===== src/sfr_defines.svh =====
// Register locations, field masks and reset values of the second SFR bank.
// Assumes locations are word indices: byte address is four times the index.
`ifndef SFR_DEFINES_SVH
`define SFR_DEFINES_SVH

// ----------------------------------------------------------------------
// Bus geometry
// ----------------------------------------------------------------------
`define SFR_ADDR_W        11
`define SFR_LOC_W         9
`define SFR_RESP_OKAY     2'h0

// ----------------------------------------------------------------------
// Register locations (indices)
// ----------------------------------------------------------------------
`define SFR_LOC_INDIRECT  9'h080
`define SFR_LOC_OPTIONS   9'h081
`define SFR_LOC_PC_LOW    9'h082
`define SFR_LOC_STATUS    9'h083
`define SFR_LOC_POINTER   9'h084
`define SFR_LOC_DIR_A     9'h085
`define SFR_LOC_DIR_B     9'h086
`define SFR_LOC_DIR_C     9'h087
`define SFR_LOC_DIR_D     9'h088
`define SFR_LOC_DIR_E     9'h089
`define SFR_LOC_PC_BUF    9'h08a
`define SFR_LOC_INT_CTL   9'h08b
`define SFR_LOC_PERIPHERAL_INTERRUPT_ENABLES_1      9'h08c
`define SFR_LOC_PERIPHERAL_INTERRUPT_ENABLES_2      9'h08d
`define SFR_LOC_RST_CAUSE 9'h08e
`define SFR_LOC_SSP_CTL2  9'h091
`define SFR_LOC_T2_PERIOD 9'h092
`define SFR_LOC_SSP_ADDR  9'h093
`define SFR_LOC_SSP_STAT  9'h094
`define SFR_LOC_TX_CTL    9'h098
`define SFR_LOC_BAUD_DIV  9'h099
`define SFR_LOC_CMP_CTL   9'h09c
`define SFR_LOC_VREF_CTL  9'h09d
`define SFR_LOC_ADC_LOW   9'h09e
`define SFR_LOC_ADC_CFG1  9'h09f
`define SFR_LOC_NV_ADDR_H 9'h10f

// ----------------------------------------------------------------------
// Writable bit masks
// ----------------------------------------------------------------------
`define SFR_WM_FULL       8'hff
`define SFR_WM_STATUS     8'he7
`define SFR_WM_DIR_A      8'h3f
`define SFR_WM_DIR_E      8'h37
`define SFR_WM_PC_BUF     8'h1f
`define SFR_WM_PERIPHERAL_INTERRUPT_ENABLES_2       8'h59
`define SFR_WM_RST_CAUSE  8'h03
`define SFR_WM_SSP_CTL2   8'hbf
`define SFR_WM_SSP_STAT   8'hc0
`define SFR_WM_TX_CTL     8'hf5
`define SFR_WM_CMP_CTL    8'h3f
`define SFR_WM_VREF_CTL   8'hef
`define SFR_WM_ADC_CFG1   8'hcf
`define SFR_WM_NV_ADDR_H  8'h1f
`define SFR_NV_BIT4       8'h10
`define SFR_WM_NONE       8'h00

// ----------------------------------------------------------------------
// Reset values
// ----------------------------------------------------------------------
`define SFR_RST_ZERO      8'h00
`define SFR_RST_ONES      8'hff
`define SFR_RST_DIR_A     8'h3f
`define SFR_RST_LOW3      8'h07

// ----------------------------------------------------------------------
// Shared (all-bank) locations, low seven bits
// ----------------------------------------------------------------------
`define SFR_BANK_MASK     9'h07f

`endif


===== src/sfr_pkg.sv =====
// Types shared by the SFR bank register file.
// Assumes sfr_defines.svh is on the include path.
`include "sfr_defines.svh"

package sfr_pkg;
  typedef logic [`SFR_LOC_W-1:0]  sfr_loc_t;
  typedef logic [`SFR_ADDR_W-1:0] sfr_addr_t;
  typedef logic [7:0]             sfr_byte_t;
endpackage


===== src/sfr_cell.sv =====
// One 8-bit register cell with writable mask and hardware clear.
// Assumes a single clock and synchronous active-low reset.
`timescale 1ns/1ns

module sfr_cell
#(
  parameter logic [7:0] RST   = 8'h00,
  parameter logic [7:0] WMASK = 8'hff
)
(
  input  wire logic       aclk,
  input  wire logic       aresetn,
  input  wire logic       we,
  input  wire logic [7:0] wdata,
  input  wire logic [7:0] hw_clr,
  output logic      [7:0] q
);

  // Only bits in the mask hold state; others stay zero
  always_ff @(posedge aclk)
  begin
    if (!aresetn)
      q <= RST & WMASK;
    else if (we)
      q <= wdata & WMASK & ~hw_clr;   // Hardware event beats the write
    else
      q <= q & ~hw_clr;
  end

endmodule // sfr_cell


===== src/sfr_bank1.sv =====
// Bank-one special register file behind an AXI4-Lite slave.
// Assumes core-side strobes are on aclk; status inputs are same-clock.
//
// Summary of operation
// - Unimplemented addresses and bit positions read back as zero.
// - No address exists for reading or writing the upper program counter byte.
// - Five-bit buffer holds counter bits 12..8 and loads the upper byte.
// - Shared core registers hit the same storage from every bank.
// - Small variants lack port D/E direction registers; they read zero.
// - Bit 4 of nonvolatile address high exists only on large-memory variants.
`timescale 1ns/1ns
`include "sfr_defines.svh"

module sfr_bank1
#(
  parameter bit HAS_PORT_DE = 1'b1,
  parameter bit LARGE_MEM   = 1'b1,
  parameter int ADDR_W      = `SFR_ADDR_W
)
(
  input  wire logic              aclk,
  input  wire logic              aresetn,
  input  wire logic [ADDR_W-1:0] s_axi_awaddr,
  input  wire logic [2:0]        s_axi_awprot,
  input  wire logic              s_axi_awvalid,
  output logic                   s_axi_awready,
  input  wire logic [31:0]       s_axi_wdata,
  input  wire logic [3:0]        s_axi_wstrb,
  input  wire logic              s_axi_wvalid,
  output logic                   s_axi_wready,
  output logic [1:0]             s_axi_bresp,
  output logic                   s_axi_bvalid,
  input  wire logic              s_axi_bready,
  input  wire logic [ADDR_W-1:0] s_axi_araddr,
  input  wire logic [2:0]        s_axi_arprot,
  input  wire logic              s_axi_arvalid,
  output logic                   s_axi_arready,
  output logic [31:0]            s_axi_rdata,
  output logic [1:0]             s_axi_rresp,
  output logic                   s_axi_rvalid,
  input  wire logic              s_axi_rready,
  input  wire logic [1:0]        status_timeout_powerdown,
  input  wire logic [1:0]        slave_port_buffer_flags,
  input  wire logic [5:0]        serial_status_bits,
  input  wire logic              serial_ack_status,
  input  wire logic              tx_shift_empty,
  input  wire logic [1:0]        comparator_outputs,
  input  wire logic              por_event,
  input  wire logic              bor_event,
  input  wire logic              pc_high_load,
  output logic [4:0]             pc_high,
  output logic [25*8-1:0]        sfr_image
);
  import sfr_pkg::*;

  // ----------------------------------------------------------------------
  // Register table
  // ----------------------------------------------------------------------
  localparam int NSLOT = 25;

  localparam sfr_loc_t SLOT_LOC [NSLOT] = '{
    `SFR_LOC_OPTIONS,   `SFR_LOC_PC_LOW,    `SFR_LOC_STATUS,
    `SFR_LOC_POINTER,   `SFR_LOC_DIR_A,     `SFR_LOC_DIR_B,
    `SFR_LOC_DIR_C,     `SFR_LOC_DIR_D,     `SFR_LOC_DIR_E,
    `SFR_LOC_PC_BUF,    `SFR_LOC_INT_CTL,   `SFR_LOC_PERIPHERAL_INTERRUPT_ENABLES_1,
    `SFR_LOC_PERIPHERAL_INTERRUPT_ENABLES_2,      `SFR_LOC_RST_CAUSE, `SFR_LOC_SSP_CTL2,
    `SFR_LOC_T2_PERIOD, `SFR_LOC_SSP_ADDR,  `SFR_LOC_SSP_STAT,
    `SFR_LOC_TX_CTL,    `SFR_LOC_BAUD_DIV,  `SFR_LOC_CMP_CTL,
    `SFR_LOC_VREF_CTL,  `SFR_LOC_ADC_LOW,   `SFR_LOC_ADC_CFG1,
    `SFR_LOC_NV_ADDR_H
  };

  localparam sfr_byte_t SLOT_WM [NSLOT] = '{
    `SFR_WM_FULL,       `SFR_WM_FULL,       `SFR_WM_STATUS,
    `SFR_WM_FULL,       `SFR_WM_DIR_A,      `SFR_WM_FULL,
    `SFR_WM_FULL,       `SFR_WM_FULL,       `SFR_WM_DIR_E,
    `SFR_WM_PC_BUF,     `SFR_WM_FULL,       `SFR_WM_FULL,
    `SFR_WM_PERIPHERAL_INTERRUPT_ENABLES_2,       `SFR_WM_RST_CAUSE,  `SFR_WM_SSP_CTL2,
    `SFR_WM_FULL,       `SFR_WM_FULL,       `SFR_WM_SSP_STAT,
    `SFR_WM_TX_CTL,     `SFR_WM_FULL,       `SFR_WM_CMP_CTL,
    `SFR_WM_VREF_CTL,   `SFR_WM_FULL,       `SFR_WM_ADC_CFG1,
    `SFR_WM_NV_ADDR_H
  };

  localparam sfr_byte_t SLOT_RST [NSLOT] = '{
    `SFR_RST_ONES,      `SFR_RST_ZERO,      `SFR_RST_ZERO,
    `SFR_RST_ZERO,      `SFR_RST_DIR_A,     `SFR_RST_ONES,
    `SFR_RST_ONES,      `SFR_RST_ONES,      `SFR_RST_LOW3,
    `SFR_RST_ZERO,      `SFR_RST_ZERO,      `SFR_RST_ZERO,
    `SFR_RST_ZERO,      `SFR_RST_ZERO,      `SFR_RST_ZERO,
    `SFR_RST_ONES,      `SFR_RST_ZERO,      `SFR_RST_ZERO,
    `SFR_RST_ZERO,      `SFR_RST_ZERO,      `SFR_RST_LOW3,
    `SFR_RST_ZERO,      `SFR_RST_ZERO,      `SFR_RST_ZERO,
    `SFR_RST_ZERO
  };

  // Slots that are mirrored into every bank
  localparam bit SLOT_SHARED [NSLOT] = '{
    1'b0, 1'b1, 1'b1, 1'b1, 1'b0, 1'b0, 1'b0, 1'b0, 1'b0,
    1'b1, 1'b1, 1'b0, 1'b0, 1'b0, 1'b0, 1'b0, 1'b0, 1'b0,
    1'b0, 1'b0, 1'b0, 1'b0, 1'b0, 1'b0, 1'b0
  };

  localparam int SLOT_STATUS = 2;
  localparam int SLOT_DIR_D  = 7;
  localparam int SLOT_DIR_E  = 8;
  localparam int SLOT_PC_BUF = 9;
  localparam int SLOT_RSTCS  = 13;
  localparam int SLOT_CTL2   = 14;
  localparam int SLOT_SSTAT  = 17;
  localparam int SLOT_TXCTL  = 18;
  localparam int SLOT_CMP    = 20;
  localparam int SLOT_NVADR  = 24;

  // ----------------------------------------------------------------------
  // Elaboration checks
  // ----------------------------------------------------------------------
  if (ADDR_W < `SFR_ADDR_W)
  begin : g_addr_check
    $error("sfr_bank1: ADDR_W too small for the register map");
  end

  // ----------------------------------------------------------------------
  // Bus state
  // ----------------------------------------------------------------------
  logic      aw_held;
  logic      w_held;
  sfr_loc_t  aw_loc;
  sfr_byte_t w_byte;
  logic      w_lane0;
  logic      wr_fire;
  sfr_byte_t q      [NSLOT];
  sfr_byte_t impl   [NSLOT];
  sfr_byte_t ro_val [NSLOT];
  sfr_byte_t ro_msk [NSLOT];
  logic      we     [NSLOT];
  sfr_byte_t clr    [NSLOT];
  sfr_byte_t next_rdata;

  // Location match: exact, or low seven bits for mirrored slots
  function automatic logic hits(input sfr_loc_t loc, input int i);
    logic same;
    same = (loc == SLOT_LOC[i]);
    if (SLOT_SHARED[i])
      same = ((loc & `SFR_BANK_MASK) == (SLOT_LOC[i] & `SFR_BANK_MASK));
    return same;
  endfunction

  // ----------------------------------------------------------------------
  // Hardware-owned read-only bits
  // ----------------------------------------------------------------------
  always_comb
  begin
    for (int i = 0; i < NSLOT; i++)
    begin
      ro_val[i] = 8'h00;
      ro_msk[i] = 8'h00;
      clr[i]    = 8'h00;
    end
    ro_msk[SLOT_STATUS] = 8'h18;
    ro_val[SLOT_STATUS] = {3'h0, status_timeout_powerdown, 3'h0};
    ro_msk[SLOT_DIR_E]  = HAS_PORT_DE ? 8'hc0 : 8'h00;
    ro_val[SLOT_DIR_E]  = {slave_port_buffer_flags, 6'h00};
    ro_msk[SLOT_CTL2]   = 8'h40;
    ro_val[SLOT_CTL2]   = {1'b0, serial_ack_status, 6'h00};
    ro_msk[SLOT_SSTAT]  = 8'h3f;
    ro_val[SLOT_SSTAT]  = {2'h0, serial_status_bits};
    ro_msk[SLOT_TXCTL]  = 8'h02;
    ro_val[SLOT_TXCTL]  = {6'h00, tx_shift_empty, 1'b0};
    ro_msk[SLOT_CMP]    = 8'hc0;
    ro_val[SLOT_CMP]    = {comparator_outputs, 6'h00};
    // Power-on and brown-out events clear their cause bits
    clr[SLOT_RSTCS]     = {6'h00, por_event, bor_event};
  end

  // ----------------------------------------------------------------------
  // Register cells
  // ----------------------------------------------------------------------
  for (genvar i = 0; i < NSLOT; i++)
  begin : g_slot
    // port D/E direction absent on small variants
    // nonvolatile address bit 4 only on large memory
    localparam sfr_byte_t WM =
      ((i == SLOT_DIR_D || i == SLOT_DIR_E) && !HAS_PORT_DE) ? `SFR_WM_NONE :
      ((i == SLOT_NVADR) && !LARGE_MEM) ? (SLOT_WM[i] & ~`SFR_NV_BIT4) :
      SLOT_WM[i];

    // only matched, implemented bits are written
    assign we[i]   = wr_fire && w_lane0 && hits(aw_loc, i) && (WM != 8'h00);
    assign impl[i] = WM;

    sfr_cell
    #(
      .RST   (SLOT_RST[i]),
      .WMASK (WM)
    )
    u_cell
    (
      .aclk    (aclk),
      .aresetn (aresetn),
      .we      (we[i]),
      .wdata   (w_byte),
      .hw_clr  (clr[i]),
      .q       (q[i])
    );

    assign sfr_image[i*8 +: 8] = q[i];
  end

  // ----------------------------------------------------------------------
  // Read decode
  // ----------------------------------------------------------------------
  // no hit and unimplemented bits give zero
  // the upper counter byte has no location here
  always_comb
  begin
    next_rdata = 8'h00;
    for (int i = 0; i < NSLOT; i++)
    begin
      if (hits(sfr_loc_t'(s_axi_araddr[`SFR_LOC_W+1:2]), i))
        next_rdata = next_rdata | (q[i] & impl[i]) | (ro_val[i] & ro_msk[i]);
    end
  end

  // ----------------------------------------------------------------------
  // Write address and data channels
  // ----------------------------------------------------------------------
  assign wr_fire = aw_held && w_held && !s_axi_bvalid;

  // Address channel: accept once, hold until response taken
  always_ff @(posedge aclk)
  begin
    if (!aresetn)
    begin
      s_axi_awready <= 1'b1;
      aw_held       <= 1'b0;
      aw_loc        <= '0;
    end
    else
    begin
      if (s_axi_awvalid && s_axi_awready)
      begin
        s_axi_awready <= 1'b0;
        aw_held       <= 1'b1;
        aw_loc        <= sfr_loc_t'(s_axi_awaddr[`SFR_LOC_W+1:2]);
      end
      if (wr_fire)
        aw_held <= 1'b0;
      if (s_axi_bvalid && s_axi_bready)
        s_axi_awready <= 1'b1;
    end
  end

  // Data channel: only byte lane 0 carries register data
  always_ff @(posedge aclk)
  begin
    if (!aresetn)
    begin
      s_axi_wready <= 1'b1;
      w_held       <= 1'b0;
      w_byte       <= 8'h00;
      w_lane0      <= 1'b0;
    end
    else
    begin
      if (s_axi_wvalid && s_axi_wready)
      begin
        s_axi_wready <= 1'b0;
        w_held       <= 1'b1;
        w_byte       <= s_axi_wdata[7:0];
        w_lane0      <= s_axi_wstrb[0];
      end
      if (wr_fire)
        w_held <= 1'b0;
      if (s_axi_bvalid && s_axi_bready)
        s_axi_wready <= 1'b1;
    end
  end

  // Write response, always OKAY
  always_ff @(posedge aclk)
  begin
    if (!aresetn)
    begin
      s_axi_bvalid <= 1'b0;
      s_axi_bresp  <= `SFR_RESP_OKAY;
    end
    else
    begin
      s_axi_bresp <= `SFR_RESP_OKAY;
      if (wr_fire)
        s_axi_bvalid <= 1'b1;
      else if (s_axi_bready)
        s_axi_bvalid <= 1'b0;
    end
  end

  // ----------------------------------------------------------------------
  // Read channel
  // ----------------------------------------------------------------------
  // Data captured at the address handshake, one cycle latency
  always_ff @(posedge aclk)
  begin
    if (!aresetn)
    begin
      s_axi_arready <= 1'b1;
      s_axi_rvalid  <= 1'b0;
      s_axi_rdata   <= 32'h0000_0000;
      s_axi_rresp   <= `SFR_RESP_OKAY;
    end
    else
    begin
      s_axi_rresp <= `SFR_RESP_OKAY;
      if (s_axi_arvalid && s_axi_arready)
      begin
        s_axi_arready <= 1'b0;
        s_axi_rvalid  <= 1'b1;
        s_axi_rdata   <= {24'h00_0000, next_rdata};  // Upper bits read zero
      end
      else if (s_axi_rvalid && s_axi_rready)
      begin
        s_axi_rvalid  <= 1'b0;
        s_axi_arready <= 1'b1;
      end
    end
  end

  // ----------------------------------------------------------------------
  // Program counter upper byte
  // ----------------------------------------------------------------------
  // buffer transfers to the counter upper byte on load
  always_ff @(posedge aclk)
  begin
    if (!aresetn)
      pc_high <= 5'h00;
    else if (pc_high_load)
      pc_high <= q[SLOT_PC_BUF][4:0];
  end

endmodule // sfr_bank1


===== config.mk =====
export PLATFORM = sky130hd
export DESIGN_NAME = sfr_bank1
export DESIGN_NICKNAME = d
export VERILOG_FILES = /design/src/sfr_pkg.sv /design/src/sfr_cell.sv /design/src/sfr_bank1.sv
export VERILOG_INCLUDE_DIRS = /design/src /design/src/src
export SDC_FILE = /design/constraint.sdc
export NUM_CORES = 1
export LEC_CHECK = 0
export BUFFER_PORTS_ARGS = -buffer_cell sky130_fd_sc_hd__buf_2
export CORE_ASPECT_RATIO = 0.5
export CORE_MARGIN = 5
export CORE_UTILIZATION = 51
export CTS_CLUSTER_SIZE = 14
export DETAILED_ROUTE_END_ITERATION = 10
export HOLD_SLACK_MARGIN = 0.03
export PLACE_DENSITY = 0.8
export SYNTH_ARGS = -nofsm -noshare
export SYNTH_HDL_FRONTEND = slang
export SYNTH_SLANG_ARGS = --single-unit

===== constraint.sdc =====
create_clock -name aclk -period 2 [get_ports aclk]
set_input_delay 0.1 -clock aclk [delete_from_list [all_inputs] [get_ports aclk]]
set_output_delay 0.1 -clock aclk [all_outputs]
set_load 0.05 [all_outputs]

==> metrics.md, run 1 <==
| Metric | Value |
|---|---|
| Critical path peak fanout | 3 |
| Final Cycle Share | 104% |
| DRC | 0 |
| Max Clk Rate | 481 MHz |
| Die width | 210 um |
| Worst Setup End Kind | flop |
| Fin area | 13300 um2 |
| CP Launch Type | flop |
| Gr ovfl total | 0 |
| WL final | 44400 um |
| Layout cell share with drive strength beyond 1 | 30.0% |
| Async set-reset flop share out of synthesis | 0% |
| Fin nets | 1535 |
| Post-synth EDFFs | 0 |
| CTS Root Buffer Type | clkbuf_16 |
| IO Pins | 334 |
| Register area share after synthesis | 39.4% |
| First-pass GRT wire length | 63800 um |
| Endpoints failing setup | 1 |
| Slew @ Worst Pin | 778 ps |
| Syn Std Cell Area | 10200 um2 |
| Synth Register Bits | 201 |
| Slew Limit Fails | 0 |
| Area of the multi-input gates | 5600 um2 |
| R2R cell count | 7 |
| Synth area leaders | dfxtp_1 (39%), mux2i_1 (14%), nor2b_1 (6.0%), nand2_1 (5.5%), buf_4 (4.9%) |
| Mapped Avg Cell Area | 9.19 um2 |
| Area share of the largest cell type after synthesis | 39.4% |
| CTS clk-pin slew, worst paths | 70 ps |
| Leakage | 0.00602 uW |
| Clk_lat worst skew | 520 ps |
| Antenna violations before repair | 0 |
| Synthesis-to-layout area growth | 29.8% |
| Status | finished, violations left |
| Hold Path Class | primary input to flop |
| Clock Sinks | 201 |
| Clock Skew | 22.3 ps |
| Total GRT Usage | 36.8% |
| FP Rows | 36 |
| Hold Vio Cnt, Final | 0 |
| Synth area leader | dfxtp_1 |
| Diodes inserted | 0 |
| Overall Power | 8780 uW |
| DP Area | 12200 um2 |
| Post-Synthesis Cells | 1111 |
| Final ANT Viol Nets | 0 |
| Routed vias | 10184 |
| Ys flop type | dfxtp_1 |
| CTS tree | built |
| Worst EP arrival | 2520 ps |
| Vias per Instance | 5.91 |
| Number of global-route vias before repair | 9958 |
| GPL Wtd Cong | 1.04 |
| Core Region | 19500 um2 |
| Max_cap viols | 0 |
| HPWL Detailed | 32600 um |
| Required @ worst endpoint | 2440 ps |
| Num CTS Buffers | 19 |
| Clock Path Buffers | 3 |
| Cell Pwr Density | 663 nW/um2 |
| Synth cell types | 73 |
| Die ar. | 23100 um2 |
| Kind of critical path | flop to flop |
| Post-DR wirelength/cell | 25.7 um |
| Min Tclk post-route | 2080 ps |
| # port buffers | 231 |
| Hold path cells | 4 |
| VDD IR max | 0.679 mV |
| Hold path start | comparator_outputs[1] |
| Worst rel slew slack | 47.5% |
| Min-Delay Endpoint | s_axi_rdata[7]$_SDFFE_PN0P_ |
| Initial DRC count | 1131 |
| Initial Utilization | 52.3% |
| R2r setup slk | -80 ps |
| Register Area | 4030 um2 |
| Die Height | 110 um |
| Smallest hold slack | 71.5 ps |
| Commonest cells in the synthesized netlist | dfxtp_1 (201), nand2_1 (151), mux2i_1 (139) |
| H-tree depth | 1 |
| DRT Pass-1 Iters | 5 |
| Worst r2r src | g_slot[20].u_cell.q[5]$_SDFFE_PN0P_ |
| Fill count | 1548 |
| Most frequent cell after synthesis | dfxtp_1 |
| YS warnings | 0 |
| Pin count of the biggest net entering global routing | 94 |
| Setup WS post-layout | -80.5 ps |
| Failing checks | setup timing |
| Reg2reg end | s_axi_rdata[5]$_SDFFE_PN0P_ |
## state kept, by name, indices dropped and copies added (netlist names), 5 cells and up
name and flops:
g_slot.u_cell.q 163, aw_loc 9, s_axi_rdata 8, w_byte 8, pc_high 5
## logic make-up after synthesis
family | count (synthesis) | share of synthesized area, %
AO/OA/AOI/OAI | 181 | 13.0
AND/OR/NAND/NOR | 420 | 23.7
flip-flops | 201 | 39.4
buffers and inverters | 152 | 8.40
other | 1 | 0.0367
multiplexers | 156 | 15.5
## critical path, stage by stage, from the launching register on
cell and delay (ps):
dfxtp_1 430, mux2i_1 120, buf_4 150, o41ai_1 630, buf_4 230, a221oi_2 60, and4_1 260, a31oi_1 120
## worst max path at each step
stage	startpoint	to	slack, ps	depth (start not counted)
floorplan	s_axi_bvalid$_SDFFE_PN0P_	g_slot[2].u_cell.q[0]$_SDFFE_PN0P_	140	7
global placement	s_axi_araddr[7]	s_axi_rdata[5]$_SDFFE_PN0P_	-190	7
detailed placement	s_axi_araddr[7]	s_axi_rdata[5]$_SDFFE_PN0P_	-100	7
CTS	aw_loc[7]$_SDFFE_PN0P_	g_slot[0].u_cell.q[7]$_SDFFE_PN1P_	50	5
global route	aw_loc[5]$_SDFFE_PN0P_	g_slot[9].u_cell.q[1]$_SDFFE_PN0P_	-20	6
finish	g_slot[20].u_cell.q[5]$_SDFFE_PN0P_	s_axi_rdata[5]$_SDFFE_PN0P_	-80	7
## timing repair
| item | in CTS | in global routing |
|---|---|---|
| gates resized for setup | 0 | 9 |
| setup buffers | 0 | 3 |
| hold buffers | 40 | 0 |
| hold endpoints to repair | 45 | 0 |
| setup endpoints to repair | 0 | 39 |
## cell usage in the layout, fill, tap and decap left out, drive strengths merged, types with 3 or more instances in the layout
cell type / synthesis / final
a21boi: 48 / 48
a21oi: 8 / 8
a221oi: 8 / 8
a22o: 12 / 12
a22oi: 13 / 13
a31oi: 9 / 9
a32oi: 13 / 13
a41oi: 3 / 3
and2: 7 / 7
and3: 10 / 10
buf: 91 / 358
clkbuf: 56 / 28
clkinv: 0 / 3
conb: 1 / 65
dfxtp: 201 / 201
dlygate4sd3: 0 / 40
inv: 5 / 6
mux2: 17 / 17
mux2i: 139 / 139
nand2: 152 / 152
nand2b: 9 / 9
nand3: 53 / 53
nand3b: 6 / 6
nand4: 9 / 9
nand4b: 4 / 4
nor2: 19 / 19
nor2b: 98 / 98
nor3: 11 / 11
nor3b: 9 / 9
nor4: 10 / 10
nor4b: 7 / 7
o211ai: 3 / 3
o21a: 3 / 3
o21ai: 35 / 35
o2bb2ai: 5 / 5
or3b: 4 / 4
## routing by layer
| metal | track usage [%] | routed length, um | part of all wire [%] | vias up |
|---|---|---|---|---|
| met3 | 12.9 | 5570 | 13 | 90 |
| li1 | - | - | - | 4487 |
| met5 | 0 | 0 | 0 | - |
| met4 | 9.12 | 1140 | 2.6 | 0 |
| met2 | 56.6 | 19000 | 43 | 631 |
| met1 | 49.8 | 18700 | 42 | 4976 |
## where the power goes
group	internal (uW)	switching, uW
Combinational	380	846
Sequential	4040	54.0
Clock	1840	1620
## metrics by stage
step                worst slack, ps  setup TNS [ps]  util (%)  std cells
finish                        -80.5           -80.5      67.8       1724
global route                  -20.7           -43.7      67.8       1724
CTS                            51.1               0      67.5       1721
detailed placement             -104            -135      62.6       1649
global placement               -195            -275      62.6       1649
floorplan                       145               0         -       1175
## layout make-up
class / count / area share, %
flip-flops and latches: 201 / 30.4
well taps: 266 / 2.51
repair buffers: 398 / 20.5
inverters: 5 / 0.142
clock inverters: 4 / 0.208
clock buffers: 28 / 3.99
multi-input cells: 822 / 42.3
Note: power is estimated with default switching activity, not from simulation.
==> inputs of run 2 (changes only) <==
--- a/config.mk
+++ b/config.mk
@@ -7,13 +7,15 @@
 export NUM_CORES = 1
 export LEC_CHECK = 0
 export BUFFER_PORTS_ARGS = -buffer_cell sky130_fd_sc_hd__buf_2
+export CELL_PAD_IN_SITES_DETAIL_PLACEMENT = 1
+export CELL_PAD_IN_SITES_GLOBAL_PLACEMENT = 2
 export CORE_ASPECT_RATIO = 0.5
 export CORE_MARGIN = 5
-export CORE_UTILIZATION = 51
+export CORE_UTILIZATION = 30
 export CTS_CLUSTER_SIZE = 14
 export DETAILED_ROUTE_END_ITERATION = 10
 export HOLD_SLACK_MARGIN = 0.03
-export PLACE_DENSITY = 0.8
+export PLACE_DENSITY_LB_ADDON = 0.1
 export SYNTH_ARGS = -nofsm -noshare
 export SYNTH_HDL_FRONTEND = slang
 export SYNTH_SLANG_ARGS = --single-unit
==> constraint.sdc (replaced) <==
create_clock -name aclk -period 2 [get_ports aclk]
set_input_delay 0.1 -clock aclk [delete_from_list [all_inputs] [get_ports aclk]]
set_output_delay 0.1 -clock aclk [all_outputs]
set_load 0.005 [all_outputs]
==> run 2 against run 1 <==
  * The run now ends clean
  * Global-route usage is 11 points lower
  * Sequential cell count did not move
  * Die area grew 65%
  * Sequential share of layout area down 0.90 points
  * Critical path type unchanged
  * Largest cell class unchanged
==> metrics.md, run 2 (same netlist as run 1, synthesis figures left out) <==
| Metric | Value |
|---|---|
| Status | finished clean |
| Final ANT Viol Nets | 0 |
| Commonest non-fill, non-tap cell in the layout | buf_2 |
| Worst r2r src | g_slot[9].u_cell.q[3]$_SDFFE_PN0P_ |
| First-pass GRT wire length | 72400 um |
| Critical path peak fanout | 4 |
| Clock Path Buffers | 3 |
| DRC | 0 |
| Worst rel slew slack | 56.9% |
| Setup WS post-layout | 41.4 ps |
| Hold path cells | 3 |
| Max Clk Rate | 511 MHz |
| Critical path cell sequence | mux2_2 > a22o_1 > a221oi_1 > nand4b_1 > o31a_1 |
| Initial Utilization | 30.6% |
| Min Tclk post-route | 1960 ps |
| GPL Wtd Cong | 0.933 |
| Max_cap viols | 0 |
| CTS tree | built |
| CTS clk-pin slew, worst paths | 80 ps |
| DP Worst Slack | -104 ps |
| Hold Vio Cnt, Final | 0 |
| Clock Skew | 12.4 ps |
| Core Region | 33300 um2 |
| R2r setup slk | 40 ps |
| IO Pins | 334 |
| Required @ worst endpoint | 2430 ps |
| Fill count | 3938 |
| Layout cell share with drive strength beyond 1 | 30.7% |
| Cell Count Post-Placement | 1830 |
| Final Cycle Share | 97.9% |
| H-tree depth | 1 |
| Unrepaired setup endpoints after global routing | yes |
| Most flops, register | g_slot.u_cell.q |
| Worst EP arrival | 2390 ps |
| Slew Limit Fails | 0 |
| CTS Root Buffer Type | clkbuf_16 |
| Critical path's largest stage delay | 440 ps |
| Reg2reg end | s_axi_rdata[3]$_SDFFE_PN0P_ |
| Die Height | 140 um |
| Slew @ Worst Pin | 638 ps |
| Die ar. | 38100 um2 |
| Endpoints failing setup | 0 |
| DRT Pass-1 Iters | 5 |
| Synthesis-to-layout area growth | 33.6% |
| R2R cell count | 5 |
| Max stage delay cell, worst path | a221oi_1 |
| Crit path launch | g_slot[9].u_cell.q[3]$_SDFFE_PN0P_ |
| Post-Layout Cell Count | 1908 |
| Gr ovfl total | 0 |
| Routed vias | 9769 |
| Antenna violations before repair | 2 |
| Vias per Instance | 5.12 |
| Number of global-route vias before repair | 10034 |
| Clock Sinks | 201 |
| Worst Setup End Kind | flop |
| Num CTS Buffers | 21 |
| HPWL Detailed | 38400 um |
| Kind of critical path | flop to flop |
| Clk_lat worst skew | 530 ps |
| CP Launch Type | flop |
| Die width | 271 um |
| Leakage | 0.00610 uW |
| Diodes inserted | 0 |
| Largest registers | g_slot.u_cell.q: 163 flops, aw_loc: 9 flops |
| Pin count of the biggest net entering global routing | 106 |
| Hold path start | aresetn |
| VDD IR max | 0.404 mV |
| Post-DR wirelength/cell | 26.4 um |
| Total GRT Usage | 25.5% |
| Fin nets | 1540 |
| FP Rows | 47 |
| Hold Path Class | primary input to flop |
| Max reg flops | 163 |
| # port buffers | 231 |
| Cell Pwr Density | 685 nW/um2 |
| Most frequent cells in the layout | buf_2 (230), dfxtp_1 (200), nand2_1 (151) |
| Initial DRC count | 626 |
| WL final | 50300 um |
| Min-Delay Endpoint | g_slot[6].u_cell.q[2]$_SDFFE_PN1P_ |
[run 2: cell types whose count changed in the layout (fill, tap and decap cells not counted), sizes merged]
cell / change
bufinv: +2
clkinv: -2
clkinvlp: +2
dlygate4sd3: -3
buf: +6
clkbuf: +2
inv: +2
[run 2: timing repair]
action | CTS | global route
endpoints found under the setup margin | 0 | 41
hold buffers | 37 | 0
setup buffers | 0 | 3
gates resized for setup | 0 | 5
hold endpoints to repair | 33 | 0
[run 2: worst max-delay path, delay by kind of cell, from the launching register on]
kind             cells  cell delay (ps)
multiplexers         1              290
AND/OR/NAND/NOR      1              210
flip-flops           1              370
AO/OA/AOI/OAI        3              990
[run 2: where the power goes]
group | switching (uW) | total [uW] | internal (uW)
sequential | 49.8 | 4090 | 4040
combinational | 547 | 923 | 376
clock | 1860 | 4330 | 2470
total | 2460 | 9350 | 6890
[run 2: layout make-up]
type / instances / area, um2 / share of cell area, %
tap: 441 / 552 / 4.04
clock buffer: 30 / 629 / 4.61
sequential: 201 / 4030 / 29.5
clock inverter: 8 / 106 / 0.779
timing repair buffer: 401 / 2730 / 20.0
multi-input combinational: 822 / 5590 / 41.0
inverter: 5 / 18.8 / 0.137
[run 2: worst max-delay path by stage]
stage	to	slack (ps)	cells past startpoint
finish	s_axi_rdata[3]$_SDFFE_PN0P_	40	5
global route	g_slot[18].u_cell.q[5]$_SDFFE_PN0P_	-20	6
CTS	g_slot[0].u_cell.q[4]$_SDFFE_PN1P_	20	5
detailed placement	s_axi_rdata[0]$_SDFFE_PN0P_	-100	7
global placement	s_axi_rdata[4]$_SDFFE_PN0P_	-90	9
floorplan	g_slot[0].u_cell.q[0]$_SDFFE_PN1P_	190	5
[run 2: layer usage]
metal  up-vias  GRT usage [%]  wire (um)
met4         2           3.45        633
met5         -              0         13
met1      4975           37.7      24800
met2       235           39.7      22200
li1       4516              -          -
met3        41           4.58       2710
[run 2: stage by stage]
stage                     hold slack [ps]  setup TNS, ps  total power (uW)  cell area (um2)  util (%)
final                                86.3              0              9350            13700      40.9
after global routing                 84.5          -57.4              9650            13700      40.9
after CTS                            54.5              0              9420            13600      40.8
after detailed placement              267           -236              5040            12500      37.4
after global placement                264           -241              5030            12500      37.4
after floorplan                       176              0              4690            10500         -
==> inputs of run 3 (changes only) <==
--- a/config.mk
+++ b/config.mk
@@ -16,6 +16,7 @@
 export DETAILED_ROUTE_END_ITERATION = 10
 export HOLD_SLACK_MARGIN = 0.03
 export PLACE_DENSITY_LB_ADDON = 0.1
+export SETUP_SLACK_MARGIN = 0.4
 export SYNTH_ARGS = -nofsm -noshare
 export SYNTH_HDL_FRONTEND = slang
 export SYNTH_SLANG_ARGS = --single-unit
==> run 3 against run 2 <==
  * Utilization rose by 2.5 points
  * Largest cell class unchanged
  * Sequential cell count did not move
  * Largest power group unchanged
  * Sequential share of layout area fell by 1.5 points
  * Hold slack got worse by 0.72 ps
  * Via count up 2.3%
  * Highest routed layer is now met4
  * Register-to-register slack improved by 80 ps
  * Clock power down 3%
  * Clock skew up 16 ps
  * Die area is the same
  * First-iteration DRC count up 40%
  * Maximum frequency up 4.2%
  * Global-route usage increased by 0.96 points
  * Critical path type unchanged
==> metrics.md, run 3 (same netlist as run 1, synthesis figures left out) <==
| Metric | Value |
|---|---|
| Status | finished clean |
| Min-Delay Endpoint | s_axi_rdata[7]$_SDFFE_PN0P_ |
| Largest registers | g_slot.u_cell.q: 163 flops, aw_loc: 9 flops |
| Number of global-route vias before repair | 10222 |
| Clock Sinks | 201 |
| Clk_lat worst skew | 550 ps |
| FP Rows | 47 |
| # port buffers | 231 |
| Most flops, register | g_slot.u_cell.q |
| Hold Path Class | primary input to flop |
| Leakage | 0.00637 uW |
| Commonest non-fill, non-tap cell in the layout | buf_2 |
| H-tree depth | 1 |
| CP Launch Type | flop |
| Overall Power | 9290 uW |
| Worst Setup End Kind | flop |
| Reg2reg end | g_slot[7].u_cell.q[7]$_SDFFE_PN1P_ |
| Clock Path Buffers | 3 |
| HPWL Detailed | 39400 um |
| Num CTS Buffers | 21 |
| R2R cell count | 7 |
| Gr ovfl total | 0 |
| Die width | 271 um |
| Die ar. | 38100 um2 |
| Hold Vio Cnt, Final | 0 |
| Clock Skew | 28.8 ps |
| Setup WS post-layout | 120 ps |
| Register Area | 4050 um2 |
| Post-DR wirelength/cell | 27.1 um |
| Setup TNS | 0 ps |
| IO Pins | 334 |
| CTS tree | built |
| DP Worst Slack | -190 ps |
| First-pass GRT wire length | 74700 um |
| Initial DRC count | 876 |
| Fill count | 3818 |
| Initial Utilization | 30.6% |
| Fin nets | 1561 |
| VDD IR max | 0.497 mV |
| CTS Root Buffer Type | clkbuf_16 |
| Vias per Instance | 5.18 |
| Core Region | 33300 um2 |
| Max Clk Rate | 532 MHz |
| Worst r2r src | aw_loc[6]$_SDFFE_PN0P_ |
| Worst EP arrival | 2300 ps |
| Endpoints failing setup | 0 |
| Kind of critical path | flop to flop |
| Routed vias | 9996 |
| DRT Pass-1 Iters | 5 |
| Slew Limit Fails | 0 |
| Hold path cells | 5 |
| Die Height | 140 um |
| WL final | 52300 um |
| Final Cycle Share | 94.0% |
| DRC | 0 |
| CTS clk-pin slew, worst paths | 70 ps |
| Slew @ Worst Pin | 656 ps |
| Worst rel slew slack | 55.6% |
| Total GRT Usage | 26.5% |
| Layout cell share with drive strength beyond 1 | 38.8% |
| Max reg flops | 163 |
| Unrepaired setup endpoints after global routing | yes |
| Most frequent cells in the layout | buf_2 (230), dfxtp_1 (186), nand2_1 (131), mux2i_1 (131), buf_4 (117) |
| Synthesis-to-layout area growth | 41.8% |
| Min Tclk post-route | 1880 ps |
| Cell Pwr Density | 641 nW/um2 |
| Pin count of the biggest net entering global routing | 57 |
| Area of the multi-input gates | 6090 um2 |
| Required @ worst endpoint | 2420 ps |
| Diodes inserted | 0 |
| R2r setup slk | 120 ps |
| Final ANT Viol Nets | 0 |
| Max_cap viols | 0 |
| Antenna violations before repair | 0 |
| Critical path peak fanout | 8 |
| Smallest hold slack | 85.6 ps |
| Hold path start | slave_port_buffer_flags[1] |
| GPL Wtd Cong | 0.933 |
==> run 3: final cells by class <==
cell class                      count  share of cell area (%)
Multi-Input combinational cell    822                    42.1
Sequential cell                   201                    28.0
Timing Repair Buffer              422                    21.1
Clock buffer                       30                    4.21
Tap cell                          441                    3.81
Clock inverter                      7                   0.682
Inverter                            5                   0.130
==> run 3: what timing repair did <==
item,CTS,global route
pin swaps,85,38
hold buffers,29,0
hold endpoints to repair,49,0
gates cloned,3,0
endpoints found under the setup margin,168,169
buffers inserted,24,7
gates resized for setup,134,64
==> run 3: how the worst max path moves through the flow <==
stage | from | to | slack (ps) | depth (start not counted)
2_1_floorplan | aw_loc[8]$_SDFFE_PN0P_ | g_slot[0].u_cell.q[0]$_SDFFE_PN1P_ | 260 | 5
5_1_grt | aw_loc[6]$_SDFFE_PN0P_ | g_slot[7].u_cell.q[3]$_SDFFE_PN1P_ | 60 | 7
3_5_place_dp | s_axi_araddr[5] | s_axi_rdata[1]$_SDFFE_PN0P_ | -190 | 8
3_3_place_gp | s_axi_araddr[5] | s_axi_rdata[1]$_SDFFE_PN0P_ | -220 | 8
4_1_cts | aw_loc[6]$_SDFFE_PN0P_ | g_slot[11].u_cell.q[5]$_SDFFE_PN0P_ | 80 | 7
6_report | aw_loc[6]$_SDFFE_PN0P_ | g_slot[7].u_cell.q[7]$_SDFFE_PN1P_ | 120 | 7
==> run 3: critical path: stages, from the launching register on <==
cell and delay (ps):
dfxtp_2 320, or4b_4 580, nor2_4 230, buf_4 170, nand3_4 60, buf_12 160, mux2i_2 160, nand2_1 70
==> run 3: layer usage <==
| metal | global-route usage [%] | share of wire, % |
|---|---|---|
| met1 | 39.0 | 49 |
| met2 | 41.4 | 44 |
| met4 | 5.25 | 2.2 |
| met5 | 0 | 0 |
| met3 | 3.79 | 4.9 |
==> run 3: through the flow <==
step	std cells	utilization [%]	area, um2
final	1928	43.4	14500
after global routing	1928	43.4	14500
after CTS	1921	42.5	14200
after detailed placement	1828	37.6	12500
after global placement	1828	37.6	12500
after floorplan	1175	-	10500
==> run 3: where the power goes <==
part	internal (uW)	total, uW	leakage, uW	switching (uW)
combinational	396	980	0.00440	584
clock	2390	4220	0.000345	1830
sequential	4040	4090	0.00163	49.7
